## config.mk

```make
export PLATFORM = sky130hd
export DESIGN_NAME = timer8_counter_compare_unit
export DESIGN_NICKNAME = d
export VERILOG_FILES = /design/src/logic/timer8_pkg.sv /design/src/logic/timer8_counter_compare_unit.sv
export SDC_FILE = /design/constraint.sdc
export NUM_CORES = 1
export LEC_CHECK = 0
export ABC_CLOCK_PERIOD_IN_PS = 2700
export BUFFER_PORTS_ARGS = -buffer_cell sky130_fd_sc_hd__buf_2
export CAP_MARGIN = 20
export CORE_MARGIN = 1.5
export CORE_UTILIZATION = 40
export DETAILED_ROUTE_END_ITERATION = 8
export PLACE_DENSITY = 0.72
export SYNTH_ARGS = -nofsm -noshare
export SYNTH_HDL_FRONTEND = slang
export SYNTH_SLANG_ARGS = --single-unit
```

## constraint.sdc

```tcl
create_clock -name clk -period 2.7 [get_ports clk]
set_clock_uncertainty 0.1 [all_clocks]
set_input_delay 0 -clock clk [delete_from_list [all_inputs] [get_ports clk]]
set_output_delay 0 -clock clk [all_outputs]
set_load 0.01 [all_outputs]
```

## src/logic/timer8_pkg.sv

```systemverilog
// package: register map, field layout and modes of the 8-bit timer
// Function
// - clock select zero produces no tick; counter holds.
// - each tick clears, increments or decrements the counter per mode.
// - software reads and writes the counter at any time.
// - software counter write beats any clear or count that cycle.
// - mode field: two low bits in control A, high bit in control B.
// - per unit 8-bit comparator asserts match while counter equals compare.
// - match sets its flag on the following tick.
// - enabled flag requests interrupt; service acknowledge clears it.
// - writing one to a flag bit clears that flag.
// - compare values buffered in PWM modes, direct in normal and clear modes.
// - buffer moves to active compare only at top or bottom.
// - software compare access targets buffer when buffered, else active.
// - force strobe in non-PWM updates latch by output mode, no flag.
// - counter write blocks all matches on the next tick.
// - output mode unbuffered; new setting acts on next match.
// - reset clears each compare output latch.
// - nonzero output mode puts latch on pin; direction stays with port.
// - output mode zero leaves the latch unchanged on match.
// - output mode picks set/clear/toggle or PWM polarity, not counting.
// - mode zero counts up only and wraps ff to 00.
// - normal mode sets overflow when counter becomes zero; never clears it.
// - latches keep their values across mode changes.
// - bottom is 00, max ff, top is max or compare A per mode.
// - each source masked individually; all flags read in one register.
package timer8_pkg;
    localparam logic [11:0] addr_control_a = 12'h000;
    localparam logic [11:0] addr_control_b = 12'h004;
    localparam logic [11:0] addr_counter = 12'h008;
    localparam logic [11:0] addr_compare_a = 12'h00c;
    localparam logic [11:0] addr_compare_b = 12'h010;
    localparam logic [11:0] addr_int_mask = 12'h014;
    localparam logic [11:0] addr_int_flags = 12'h018;
    localparam logic [11:0] addr_tick_src = 12'h01c;
    localparam logic [11:0] addr_int_ack = 12'h020;
    // control a: [7:6] mode a, [5:4] mode b, [1:0] waveform low bits
    localparam int com_a_pos = 6;
    localparam int com_b_pos = 4;
    // control b: [7] force a, [6] force b, [3] waveform bit2, [2:0] clock sel
    localparam int force_a_pos = 7;
    localparam int force_b_pos = 6;
    localparam int wgm2_pos = 3;
    // flags and mask: [2] match b, [1] match a, [0] overflow
    localparam int flag_ovf_pos = 0;
    localparam int flag_a_pos = 1;
    localparam int flag_b_pos = 2;
    localparam logic [7:0] bottom_value = 8'h00;
    localparam logic [7:0] max_value = 8'hff;
    localparam logic [7:0] reset_byte = 8'h00;
    localparam logic [2:0] cs_stopped = 3'h0;
    localparam logic [2:0] wgm_normal = 3'h0;
    localparam logic [2:0] wgm_phase = 3'h1;
    localparam logic [2:0] wgm_ctc = 3'h2;
    localparam logic [2:0] wgm_fast = 3'h3;
    localparam logic [2:0] wgm_phase_top = 3'h5;
    localparam logic [2:0] wgm_fast_top = 3'h7;
    localparam logic [1:0] com_off = 2'h0;
    localparam logic [1:0] com_toggle = 2'h1;
    localparam logic [1:0] com_clear = 2'h2;
    localparam logic [1:0] com_set = 2'h3;
    typedef struct packed {
        logic [11:0] paddr;
        logic psel;
        logic penable;
        logic pwrite;
        logic [31:0] pwdata;
    } apb_req_type;
    typedef struct packed {
        logic [31:0] prdata;
        logic pready;
        logic pslverr;
    } apb_rsp_type;
endpackage

```

## src/logic/timer8_counter_compare_unit.sv

```systemverilog
// 8-bit timer/counter with two compare units and APB registers
`timescale 1ns/1ps
module timer8_counter_compare_unit
(
    // clock and reset
    input wire logic clk,
    input wire logic rst_b,
    // register bus
    input wire timer8_pkg::apb_req_type apb_req,
    output timer8_pkg::apb_rsp_type apb_rsp,
    // tick sources, same clock domain
    input wire logic [6:0] tick_sources,
    // port pins
    input wire logic [1:0] port_data,
    input wire logic [1:0] output_pin_direction_bit,
    output logic [1:0] pin_out,
    output logic [1:0] pin_oe,
    // interrupt
    output logic [2:0] irq
);
    typedef enum logic [1:0] {idle_st = 2'b00, access_st = 2'b01} bus_type;

    bus_type bus_state;
    logic [7:0] timer_control_a;
    logic [7:0] timer_control_b;
    logic [7:0] counter_value;
    logic [7:0] compare_value_a;
    logic [7:0] compare_value_b;
    logic [7:0] buffer_a;
    logic [7:0] buffer_b;
    logic [2:0] timer_interrupt_mask;
    logic [2:0] timer_interrupt_flags;
    logic count_down;
    logic write_block;
    logic [1:0] compare_output_latch;
    logic [31:0] rdata;

    // decode
    wire [11:0] addr = apb_req.paddr;
    wire setup = apb_req.psel && !apb_req.penable;
    wire acc = apb_req.psel && apb_req.penable;
    wire wr = acc && apb_req.pwrite;
    wire [7:0] wd = apb_req.pwdata[7:0];
    wire mapped = addr == timer8_pkg::addr_control_a
        || addr == timer8_pkg::addr_control_b
        || addr == timer8_pkg::addr_counter
        || addr == timer8_pkg::addr_compare_a
        || addr == timer8_pkg::addr_compare_b
        || addr == timer8_pkg::addr_int_mask
        || addr == timer8_pkg::addr_int_flags
        || addr == timer8_pkg::addr_tick_src
        || addr == timer8_pkg::addr_int_ack;
    wire wr_ctl_a = wr && addr == timer8_pkg::addr_control_a;
    wire wr_ctl_b = wr && addr == timer8_pkg::addr_control_b;
    wire wr_cnt = wr && addr == timer8_pkg::addr_counter;
    wire wr_cmp_a = wr && addr == timer8_pkg::addr_compare_a;
    wire wr_cmp_b = wr && addr == timer8_pkg::addr_compare_b;
    wire wr_mask = wr && addr == timer8_pkg::addr_int_mask;
    wire wr_flags = wr && addr == timer8_pkg::addr_int_flags;
    wire wr_ack = wr && addr == timer8_pkg::addr_int_ack;

    // mode and clock
    wire [2:0] clock_select_field = timer_control_b[2:0];
    wire waveform_mode_bit2 = timer_control_b[timer8_pkg::wgm2_pos];
    wire waveform_mode_bit1 = timer_control_a[1];
    wire waveform_mode_bit0 = timer_control_a[0];
    wire [2:0] waveform_mode_field =
        {waveform_mode_bit2, waveform_mode_bit1, waveform_mode_bit0};
    wire [1:0] compare_output_mode_a =
        timer_control_a[timer8_pkg::com_a_pos +: 2];
    wire [1:0] compare_output_mode_b =
        timer_control_a[timer8_pkg::com_b_pos +: 2];
    // sources 1..7 selected by index; zero means stopped
    wire [7:0] src_vec = {tick_sources, 1'b0};
    wire timer_tick = src_vec[clock_select_field];

    wire mode_normal = waveform_mode_field == timer8_pkg::wgm_normal;
    wire mode_ctc = waveform_mode_field == timer8_pkg::wgm_ctc;
    wire mode_phase = waveform_mode_field == timer8_pkg::wgm_phase
        || waveform_mode_field == timer8_pkg::wgm_phase_top;
    wire mode_fast = waveform_mode_field == timer8_pkg::wgm_fast
        || waveform_mode_field == timer8_pkg::wgm_fast_top;
    wire mode_pwm = mode_phase || mode_fast;
    wire buffered = mode_pwm;
    // top is compare a in mode 2 and modes 4 to 7, max otherwise
    wire top_from_a = mode_ctc || waveform_mode_bit2;
    wire [7:0] top_value =
        top_from_a ? compare_value_a : timer8_pkg::max_value;
    wire at_top = counter_value == top_value;
    wire at_bottom = counter_value == timer8_pkg::bottom_value;

    // next counter value
    logic [7:0] next_counter;
    logic next_down;
    always_comb
    begin
        next_counter = counter_value;
        next_down = count_down;
        if (mode_phase)
        begin
            if (at_top)
                next_down = 1'b1;
            else if (at_bottom)
                next_down = 1'b0;
            next_counter = (at_top || (count_down && !at_bottom))
                ? counter_value - 8'h01 : counter_value + 8'h01;
        end
        else if ((mode_ctc || mode_fast) && at_top)
            next_counter = timer8_pkg::bottom_value;
        else
            next_counter = counter_value + 8'h01;
    end

    // comparators and blocking
    wire match_a = counter_value == compare_value_a;
    wire match_b = counter_value == compare_value_b;
    wire hit_a = timer_tick && match_a && !write_block;
    wire hit_b = timer_tick && match_b && !write_block;
    wire ovf_event = timer_tick && !wr_cnt && (mode_phase
        ? (at_bottom && count_down) : mode_fast ? at_top
        : (counter_value == timer8_pkg::max_value
        && (mode_normal || mode_ctc)));
    // buffer transfer at top (fast) or bottom/top (phase)
    wire reload = timer_tick && buffered
        && (mode_fast ? at_top : (at_top || at_bottom));

    // force strobes only in non-pwm modes
    wire force_a = wr_ctl_b && wd[timer8_pkg::force_a_pos]
        && !mode_pwm;
    wire force_b = wr_ctl_b && wd[timer8_pkg::force_b_pos]
        && !mode_pwm;

    function automatic logic latch_next(input logic cur, input logic [1:0] com,
        input logic pwm, input logic fast, input logic down, input logic hit,
        input logic frc, input logic bot, input logic top);
        logic v;
        v = cur;
        if (com != timer8_pkg::com_off)
        begin
            if (!pwm)
            begin
                if (hit || frc)
                    v = com == timer8_pkg::com_toggle ? !cur
                        : com == timer8_pkg::com_set;
            end
            else if (com == timer8_pkg::com_toggle)
            begin
                if (hit)
                    v = !cur;
            end
            else if (fast)
            begin
                if (hit)
                    v = com == timer8_pkg::com_set;
                else if (top)
                    v = com == timer8_pkg::com_clear;
            end
            else if (hit)
                v = (com == timer8_pkg::com_set) ^ down;
        end
        return v;
    endfunction

    wire [1:0] next_latch = {
        latch_next(compare_output_latch[1], compare_output_mode_b, mode_pwm,
            mode_fast, count_down, hit_b, force_b, at_bottom,
            timer_tick && at_top),
        latch_next(compare_output_latch[0], compare_output_mode_a, mode_pwm,
            mode_fast, count_down, hit_a, force_a, at_bottom,
            timer_tick && at_top)};

    wire [2:0] set_flags = {hit_b, hit_a, ovf_event};
    wire [2:0] clr_flags = (wr_flags ? wd[2:0] : 3'h0)
        | (wr_ack ? wd[2:0] : 3'h0);
    wire [2:0] next_flags =
        (timer_interrupt_flags & ~clr_flags) | set_flags;

    always_comb
    begin
        case (addr)
            timer8_pkg::addr_control_a: rdata = {24'h0, timer_control_a};
            timer8_pkg::addr_control_b:
                rdata = {24'h0, 2'h0, timer_control_b[5:0]};
            timer8_pkg::addr_counter: rdata = {24'h0, counter_value};
            timer8_pkg::addr_compare_a:
                rdata = {24'h0, buffered ? buffer_a : compare_value_a};
            timer8_pkg::addr_compare_b:
                rdata = {24'h0, buffered ? buffer_b : compare_value_b};
            timer8_pkg::addr_int_mask: rdata = {29'h0, timer_interrupt_mask};
            timer8_pkg::addr_int_flags:
                rdata = {29'h0, timer_interrupt_flags};
            default: rdata = 32'h0;
        endcase
    end

    always_ff @(posedge clk)
    begin
        if (!rst_b)
        begin
            bus_state <= idle_st;
            apb_rsp <= '0;
        end
        else
        begin
            case (bus_state)
                idle_st:
                    if (setup)
                    begin
                        bus_state <= access_st;
                        apb_rsp.pready <= 1'b1;
                        apb_rsp.pslverr <= !mapped;
                        apb_rsp.prdata <= rdata;
                    end
                access_st:
                begin
                    bus_state <= idle_st;
                    apb_rsp <= '0;
                end
                default: bus_state <= idle_st;
            endcase
        end
    end

    always_ff @(posedge clk)
    begin
        if (!rst_b)
        begin
            timer_control_a <= timer8_pkg::reset_byte;
            timer_control_b <= timer8_pkg::reset_byte;
            timer_interrupt_mask <= 3'h0;
        end
        else
        begin
            if (wr_ctl_a)
                timer_control_a <= wd;
            if (wr_ctl_b)
                timer_control_b <= {2'h0, wd[5:0]};
            if (wr_mask)
                timer_interrupt_mask <= wd[2:0];
        end
    end

    always_ff @(posedge clk)
    begin
        if (!rst_b)
        begin
            counter_value <= timer8_pkg::reset_byte;
            count_down <= 1'b0;
            write_block <= 1'b0;
        end
        else
        begin
            if (wr_cnt)
                counter_value <= wd;
            else if (timer_tick)
            begin
                counter_value <= next_counter;
                count_down <= next_down;
            end
            // a counter write blocks matches until the next tick passes
            if (wr_cnt)
                write_block <= 1'b1;
            else if (timer_tick)
                write_block <= 1'b0;
        end
    end

    always_ff @(posedge clk)
    begin
        if (!rst_b)
        begin
            compare_value_a <= timer8_pkg::reset_byte;
            compare_value_b <= timer8_pkg::reset_byte;
            buffer_a <= timer8_pkg::reset_byte;
            buffer_b <= timer8_pkg::reset_byte;
        end
        else
        begin
            if (wr_cmp_a)
                buffer_a <= wd;
            if (wr_cmp_b)
                buffer_b <= wd;
            if (wr_cmp_a && !buffered)
                compare_value_a <= wd;
            else if (reload)
                compare_value_a <= buffer_a;
            if (wr_cmp_b && !buffered)
                compare_value_b <= wd;
            else if (reload)
                compare_value_b <= buffer_b;
        end
    end

    // latch is not touched by mode writes, only by match, force or top in fast pwm
    always_ff @(posedge clk)
    begin
        if (!rst_b)
        begin
            compare_output_latch <= 2'b00;
            timer_interrupt_flags <= 3'h0;
            pin_out <= 2'b00;
            pin_oe <= 2'b00;
            irq <= 3'h0;
        end
        else
        begin
            compare_output_latch <= next_latch;
            timer_interrupt_flags <= next_flags;
            pin_out[0] <= compare_output_mode_a != timer8_pkg::com_off
                ? next_latch[0] : port_data[0];
            pin_out[1] <= compare_output_mode_b != timer8_pkg::com_off
                ? next_latch[1] : port_data[1];
            pin_oe <= output_pin_direction_bit;
            irq <= next_flags & timer_interrupt_mask;
        end
    end

    property p_stopped;
        @(posedge clk) disable iff (!rst_b)
        (clock_select_field == timer8_pkg::cs_stopped && !wr_cnt)
            |=> $stable(counter_value);
    endproperty
    a_stopped: assert property (p_stopped)
        else $error("counter moved while stopped");

    property p_write_wins;
        @(posedge clk) disable iff (!rst_b)
        wr_cnt |=> counter_value == $past(wd);
    endproperty
    a_write_wins: assert property (p_write_wins)
        else $error("counter write lost");

    property p_normal_up;
        @(posedge clk) disable iff (!rst_b)
        (mode_normal && timer_tick && !wr_cnt)
            |=> counter_value == $past(counter_value) + 8'h01;
    endproperty
    a_normal_up: assert property (p_normal_up)
        else $error("normal mode did not increment");

    property p_flag_set;
        @(posedge clk) disable iff (!rst_b)
        hit_a |=> timer_interrupt_flags[timer8_pkg::flag_a_pos];
    endproperty
    a_flag_set: assert property (p_flag_set)
        else $error("match flag a not set");

    property p_block;
        @(posedge clk) disable iff (!rst_b)
        (write_block && timer_tick && timer_interrupt_flags[2:1] == 2'b00)
            |=> timer_interrupt_flags[2:1] == 2'b00;
    endproperty
    a_block: assert property (p_block)
        else $error("match not blocked after counter write");

    property p_ovf_normal;
        @(posedge clk) disable iff (!rst_b)
        (mode_normal && timer_tick && !wr_cnt
            && counter_value == timer8_pkg::max_value)
            |=> counter_value == timer8_pkg::bottom_value
            && timer_interrupt_flags[timer8_pkg::flag_ovf_pos];
    endproperty
    a_ovf_normal: assert property (p_ovf_normal)
        else $error("overflow flag missing at wrap");

    property p_pwm_no_force;
        @(posedge clk) disable iff (!rst_b)
        (mode_pwm && wr_ctl_b && !hit_a && !(timer_tick && at_top))
            |=> compare_output_latch[0] == $past(compare_output_latch[0]);
    endproperty
    a_pwm_no_force: assert property (p_pwm_no_force)
        else $error("force changed latch in pwm mode");

    property p_com_off;
        @(posedge clk) disable iff (!rst_b)
        (compare_output_mode_a == timer8_pkg::com_off)
            |=> $stable(compare_output_latch[0]);
    endproperty
    a_com_off: assert property (p_com_off)
        else $error("latch changed with output mode off");

    property p_irq;
        @(posedge clk) disable iff (!rst_b)
        timer_interrupt_flags[1] && timer_interrupt_mask[1] && !wr_ack
            && !wr_flags |=> irq[1];
    endproperty
    a_irq: assert property (p_irq)
        else $error("enabled flag raised no interrupt");

    c_match_a: cover property (@(posedge clk) hit_a);
    c_ovf: cover property (@(posedge clk) ovf_event);
    c_force: cover property (@(posedge clk) force_a);
    c_reload: cover property (@(posedge clk) reload);
endmodule

```

==> flow_summary_export.csv <==
group,metric,value,unit
layout,finish.cell_count_without_fillers,831,
floorplan,die_area,13020,sq um
min_path,timing.hold.worst.class,"in -> reg",
setup_path,regToRegStartpoint,"timer_control_b[2]",
setup_path,timing_worst_setup_path_type,"reg -> reg",
logic_synthesis,mapped_avg_cell_area,8.151,sq um
setup_path,ff2ff_setup_slack,0.11,ns
logic_synthesis,synth_top_cells_by_count,"82 x sky130_fd_sc_hd__dfxtp_1, 68 x sky130_fd_sc_hd__nor2_1, 55 x sky130_fd_sc_hd__mux2i_1",
layout,antennaDiodeCount,0,
layout,fin_util,0.4888,
detailed_routing,detail_route.wirelength,15840,um
logic_synthesis,synth_edf_count,0,
setup_path,worst-endpoint-arrival,2.75,ns
grt,grt_start_max_net_pins,46,
grt,grt_first_pass_wirelength,24590,um
detailed_routing,postRouteAntennaNets,0,
setup_path,reg_to_reg_end,"pin_out[0]",
place,place.detailed.instances,798,
sta,finalSetupViolations,0,
place,place_hpwl,11330,um
logic_synthesis,syn_inst,606,
min_path,hold-path-endpoint,"apb_rsp[9]",
logic_synthesis,post_synth_instance_area,4940,sq um
grt,number_of_global_route_vias_before_repair,4755,
detailed_routing,first_iter_violations,446,
grt,gr-max-usage-layer,"met2",
sta,final-hold-violation-count,0,
place,io_buffer_count,52,
grt,grt_use_total,0.2441,
cts,tritoncts.num_buffers,9,
logic_synthesis,synth_top_area_share,0.3323,
layout,register_area,1645,sq um
place,dp_worst_setup_slack,0.05628,ns
logic_synthesis,synth_cell_types,75,
setup_path,cp-end-kind,"flip-flop",
logic_synthesis,asyncSetResetFlopFracSynth,0,
logic_synthesis,synthFlopType,"sky130_fd_sc_hd__dfxtp_1",
logic_synthesis,synthDominantAreaCellType,"sky130_fd_sc_hd__dfxtp_1",
floorplan,die_x,114.1,um
logic_synthesis,synth_sequential_area_ratio,0.3323,
floorplan,design.portCount,101,
setup_path,crit_path_max_fanout,10,
logic_synthesis,synthMostInstantiatedCell,"sky130_fd_sc_hd__dfxtp_1",
sta,relSlewSlack,0.4999,
job,timing.max_cap.violations,0,
sta,finalCriticalPeriod,2.595,ns
grt,gr-total-overflow,0,
sta,tightestPinTransition,0.7433,ns
sta,max_freq,385.4,MHz
detailed_routing,route.detailed.wl_per_inst,19.06,um
cts,cts_root_buf,"sky130_fd_sc_hd__clkbuf_16",
power,power.density,440.9,nW/um^2
logic_synthesis,ys_warn_count,0,
sta,fin_crit_sh,0.9611,
place,gpl.final_weighted_congestion,0.9723,
detailed_routing,drtPass1Iterations,5,
logic_synthesis,synthTopCellsByArea,"sky130_fd_sc_hd__dfxtp_1 33%, sky130_fd_sc_hd__mux2i_1 11%, sky130_fd_sc_hd__nor2_1 5.2%",
power,fin_total_pwr,0.002588,W
floorplan,core_region_area,12010,sq um
layout,drive_gt1_frac,0.1915,
status,run_status,"finished, final reports clean",
power,leakage,2.140,nW
cts,clk_pin_slew,0.06,ns
grt,groute.layer.met2.usage,0.4137,
detailed_routing,detail_route.drc_violations,0,
detailed_routing,routed-via-count,5033,
min_path,timing.hold.worst.start,"apb_req[33]",
floorplan,starting_density_of_the_core,0.4113,
sta,count_of_pins_over_their_slew_limit,0,
cts,tritoncts,"built",
setup_path,required_time_of_the_critical_path,2.86,ns
layout,num-fill-cells,1162,
floorplan,fp-row-count,40,
setup_path,reg2regPathDepth,7,
grt,grt_util_met3,0.05241,
cts,clock_latency,0.34,ns
layout,multi_input_area,3003,sq um
cts,clk_path_buf_depth,2,
grt,grt.met1_usage,0.2951,
setup_path,cp-start-kind,"flip-flop",
min_path,min_path_cells,3,
layout,flow.area_growth_from_synthesis,18.84,%
grt,antenna_found_initial,0,
cts,clkSinkCount,82,
detailed_routing,vias_per_std_cell,6.057,
floorplan,die_h,114.1,um
logic_synthesis,ys_seq_elements,82,
sta,worst_hold_slack,0.009980,ns
layout,nets,743,
cts,htree_num_levels,3,
sta,fin_ws,0.1051,ns
power,vdd_drop_max,312.2,uV
timing repair:
item / in CTS / in global routing
hold endpoints to repair: 51 / 0
gates resized for setup: 0 / 9
setup endpoints to repair: 0 / 23
hold buffers: 16 / 0
setup buffers: 0 / 2
layout by cell type, fill, tap and decap left out, types with 4 or more instances in the layout:
master,n
sky130_fd_sc_hd__a211o_1,4
sky130_fd_sc_hd__a21oi_1,45
sky130_fd_sc_hd__a221oi_1,12
sky130_fd_sc_hd__a31oi_1,6
sky130_fd_sc_hd__and2_1,5
sky130_fd_sc_hd__and3_1,4
sky130_fd_sc_hd__buf_2,52
sky130_fd_sc_hd__buf_4,34
sky130_fd_sc_hd__clkbuf_16,9
sky130_fd_sc_hd__conb_1,24
sky130_fd_sc_hd__dfxtp_1,79
sky130_fd_sc_hd__dlygate4sd3_1,16
sky130_fd_sc_hd__inv_1,14
sky130_fd_sc_hd__mux2_2,6
sky130_fd_sc_hd__mux2i_1,55
sky130_fd_sc_hd__nand2_1,44
sky130_fd_sc_hd__nand2b_1,9
sky130_fd_sc_hd__nand3_1,12
sky130_fd_sc_hd__nor2_1,68
sky130_fd_sc_hd__nor2b_1,6
sky130_fd_sc_hd__nor3_1,12
sky130_fd_sc_hd__nor4_1,5
sky130_fd_sc_hd__nor4_2,4
sky130_fd_sc_hd__o211ai_1,6
sky130_fd_sc_hd__o21ai_0,47
sky130_fd_sc_hd__or3_1,6
sky130_fd_sc_hd__xor2_1,9
report_power, final:
| group | switching [W] | total, W | internal [W] | leakage [nW] |
|---|---|---|---|---|
| Sequential | 0.00000484 | 0.00123 | 0.00122 | 0.665 |
| Combinational | 0.000117 | 0.000183 | 0.0000660 | 1.34 |
| Clock | 0.000511 | 0.00118 | 0.000668 | 0.138 |
registers in the layout, indices dropped and copies added (netlist names), 3 cells and up:
| register | flops |
|---|---|
| apb_rsp | 10 |
| buffer_a | 8 |
| buffer_b | 8 |
| compare_value_a | 8 |
| compare_value_b | 8 |
| counter_value | 8 |
| timer_control_a | 8 |
| timer_control_b | 6 |
| irq | 3 |
| timer_interrupt_flags | 3 |
| timer_interrupt_mask | 3 |
worst max path at each step:
stage,cells past startpoint,startpoint,slack [ns],endpoint
after floorplan,8,counter_value[1],0.24,counter_value[6]
final,7,timer_control_b[2],0.11,pin_out[0]
after global placement,8,counter_value[2],0.12,counter_value[5]
after detailed placement,7,timer_control_b[2],0.06,pin_out[0]
after global routing,8,counter_value[5],-0.03,compare_output_latch[0]
after CTS,7,timer_control_b[2],0.03,pin_out[0]
final cells by class:
cell class | instances | area share
sequential | 82 | 0.2803
timing repair buffer | 103 | 0.1185
multi-input combinational | 467 | 0.5115
tap | 147 | 0.03133
clock inverter | 4 | 0.004476
inverter | 17 | 0.01087
clock buffer | 11 | 0.04305
through the flow:
stage | cell area [sq um] | TNS (ns)
global placement | 5384 | 0
detailed placement | 5384 | 0
global route | 5871 | -0.03325
floorplan | 5026 | 0
CTS | 5823 | 0
finish | 5871 | 0
critical path, cell delays in order (launching register included):
cell and delay (ns):
sky130_fd_sc_hd__dfxtp_2 0.39, sky130_fd_sc_hd__mux2i_1 0.09, sky130_fd_sc_hd__mux4_2 0.62, sky130_fd_sc_hd__buf_4 0.22, sky130_fd_sc_hd__o31ai_1 0.38, sky130_fd_sc_hd__mux2i_1 0.25
sky130_fd_sc_hd__o22ai_1 0.15, sky130_fd_sc_hd__a221oi_2 0.31
routing by layer:
layer	up-vias	part of all wire	routed length, um
met3	56	0.085	1353
li1	2309	-	-
met2	293	0.48	7529
met5	-	0	0
met4	0	0.039	617
met1	2375	0.40	6343
cell families after synthesis:
logic type | synth area share
and+or+nand+nor | 0.1966
AOI/OAI and AO/OA | 0.2292
DFF | 0.3323
buffers and inverters | 0.08435
muxes | 0.1297
xor gates and xnor gates | 0.01951
adders and majority gates | 0.007600
other | 0.0007591
No activity file was read; power rests on OpenSTA's default activity.
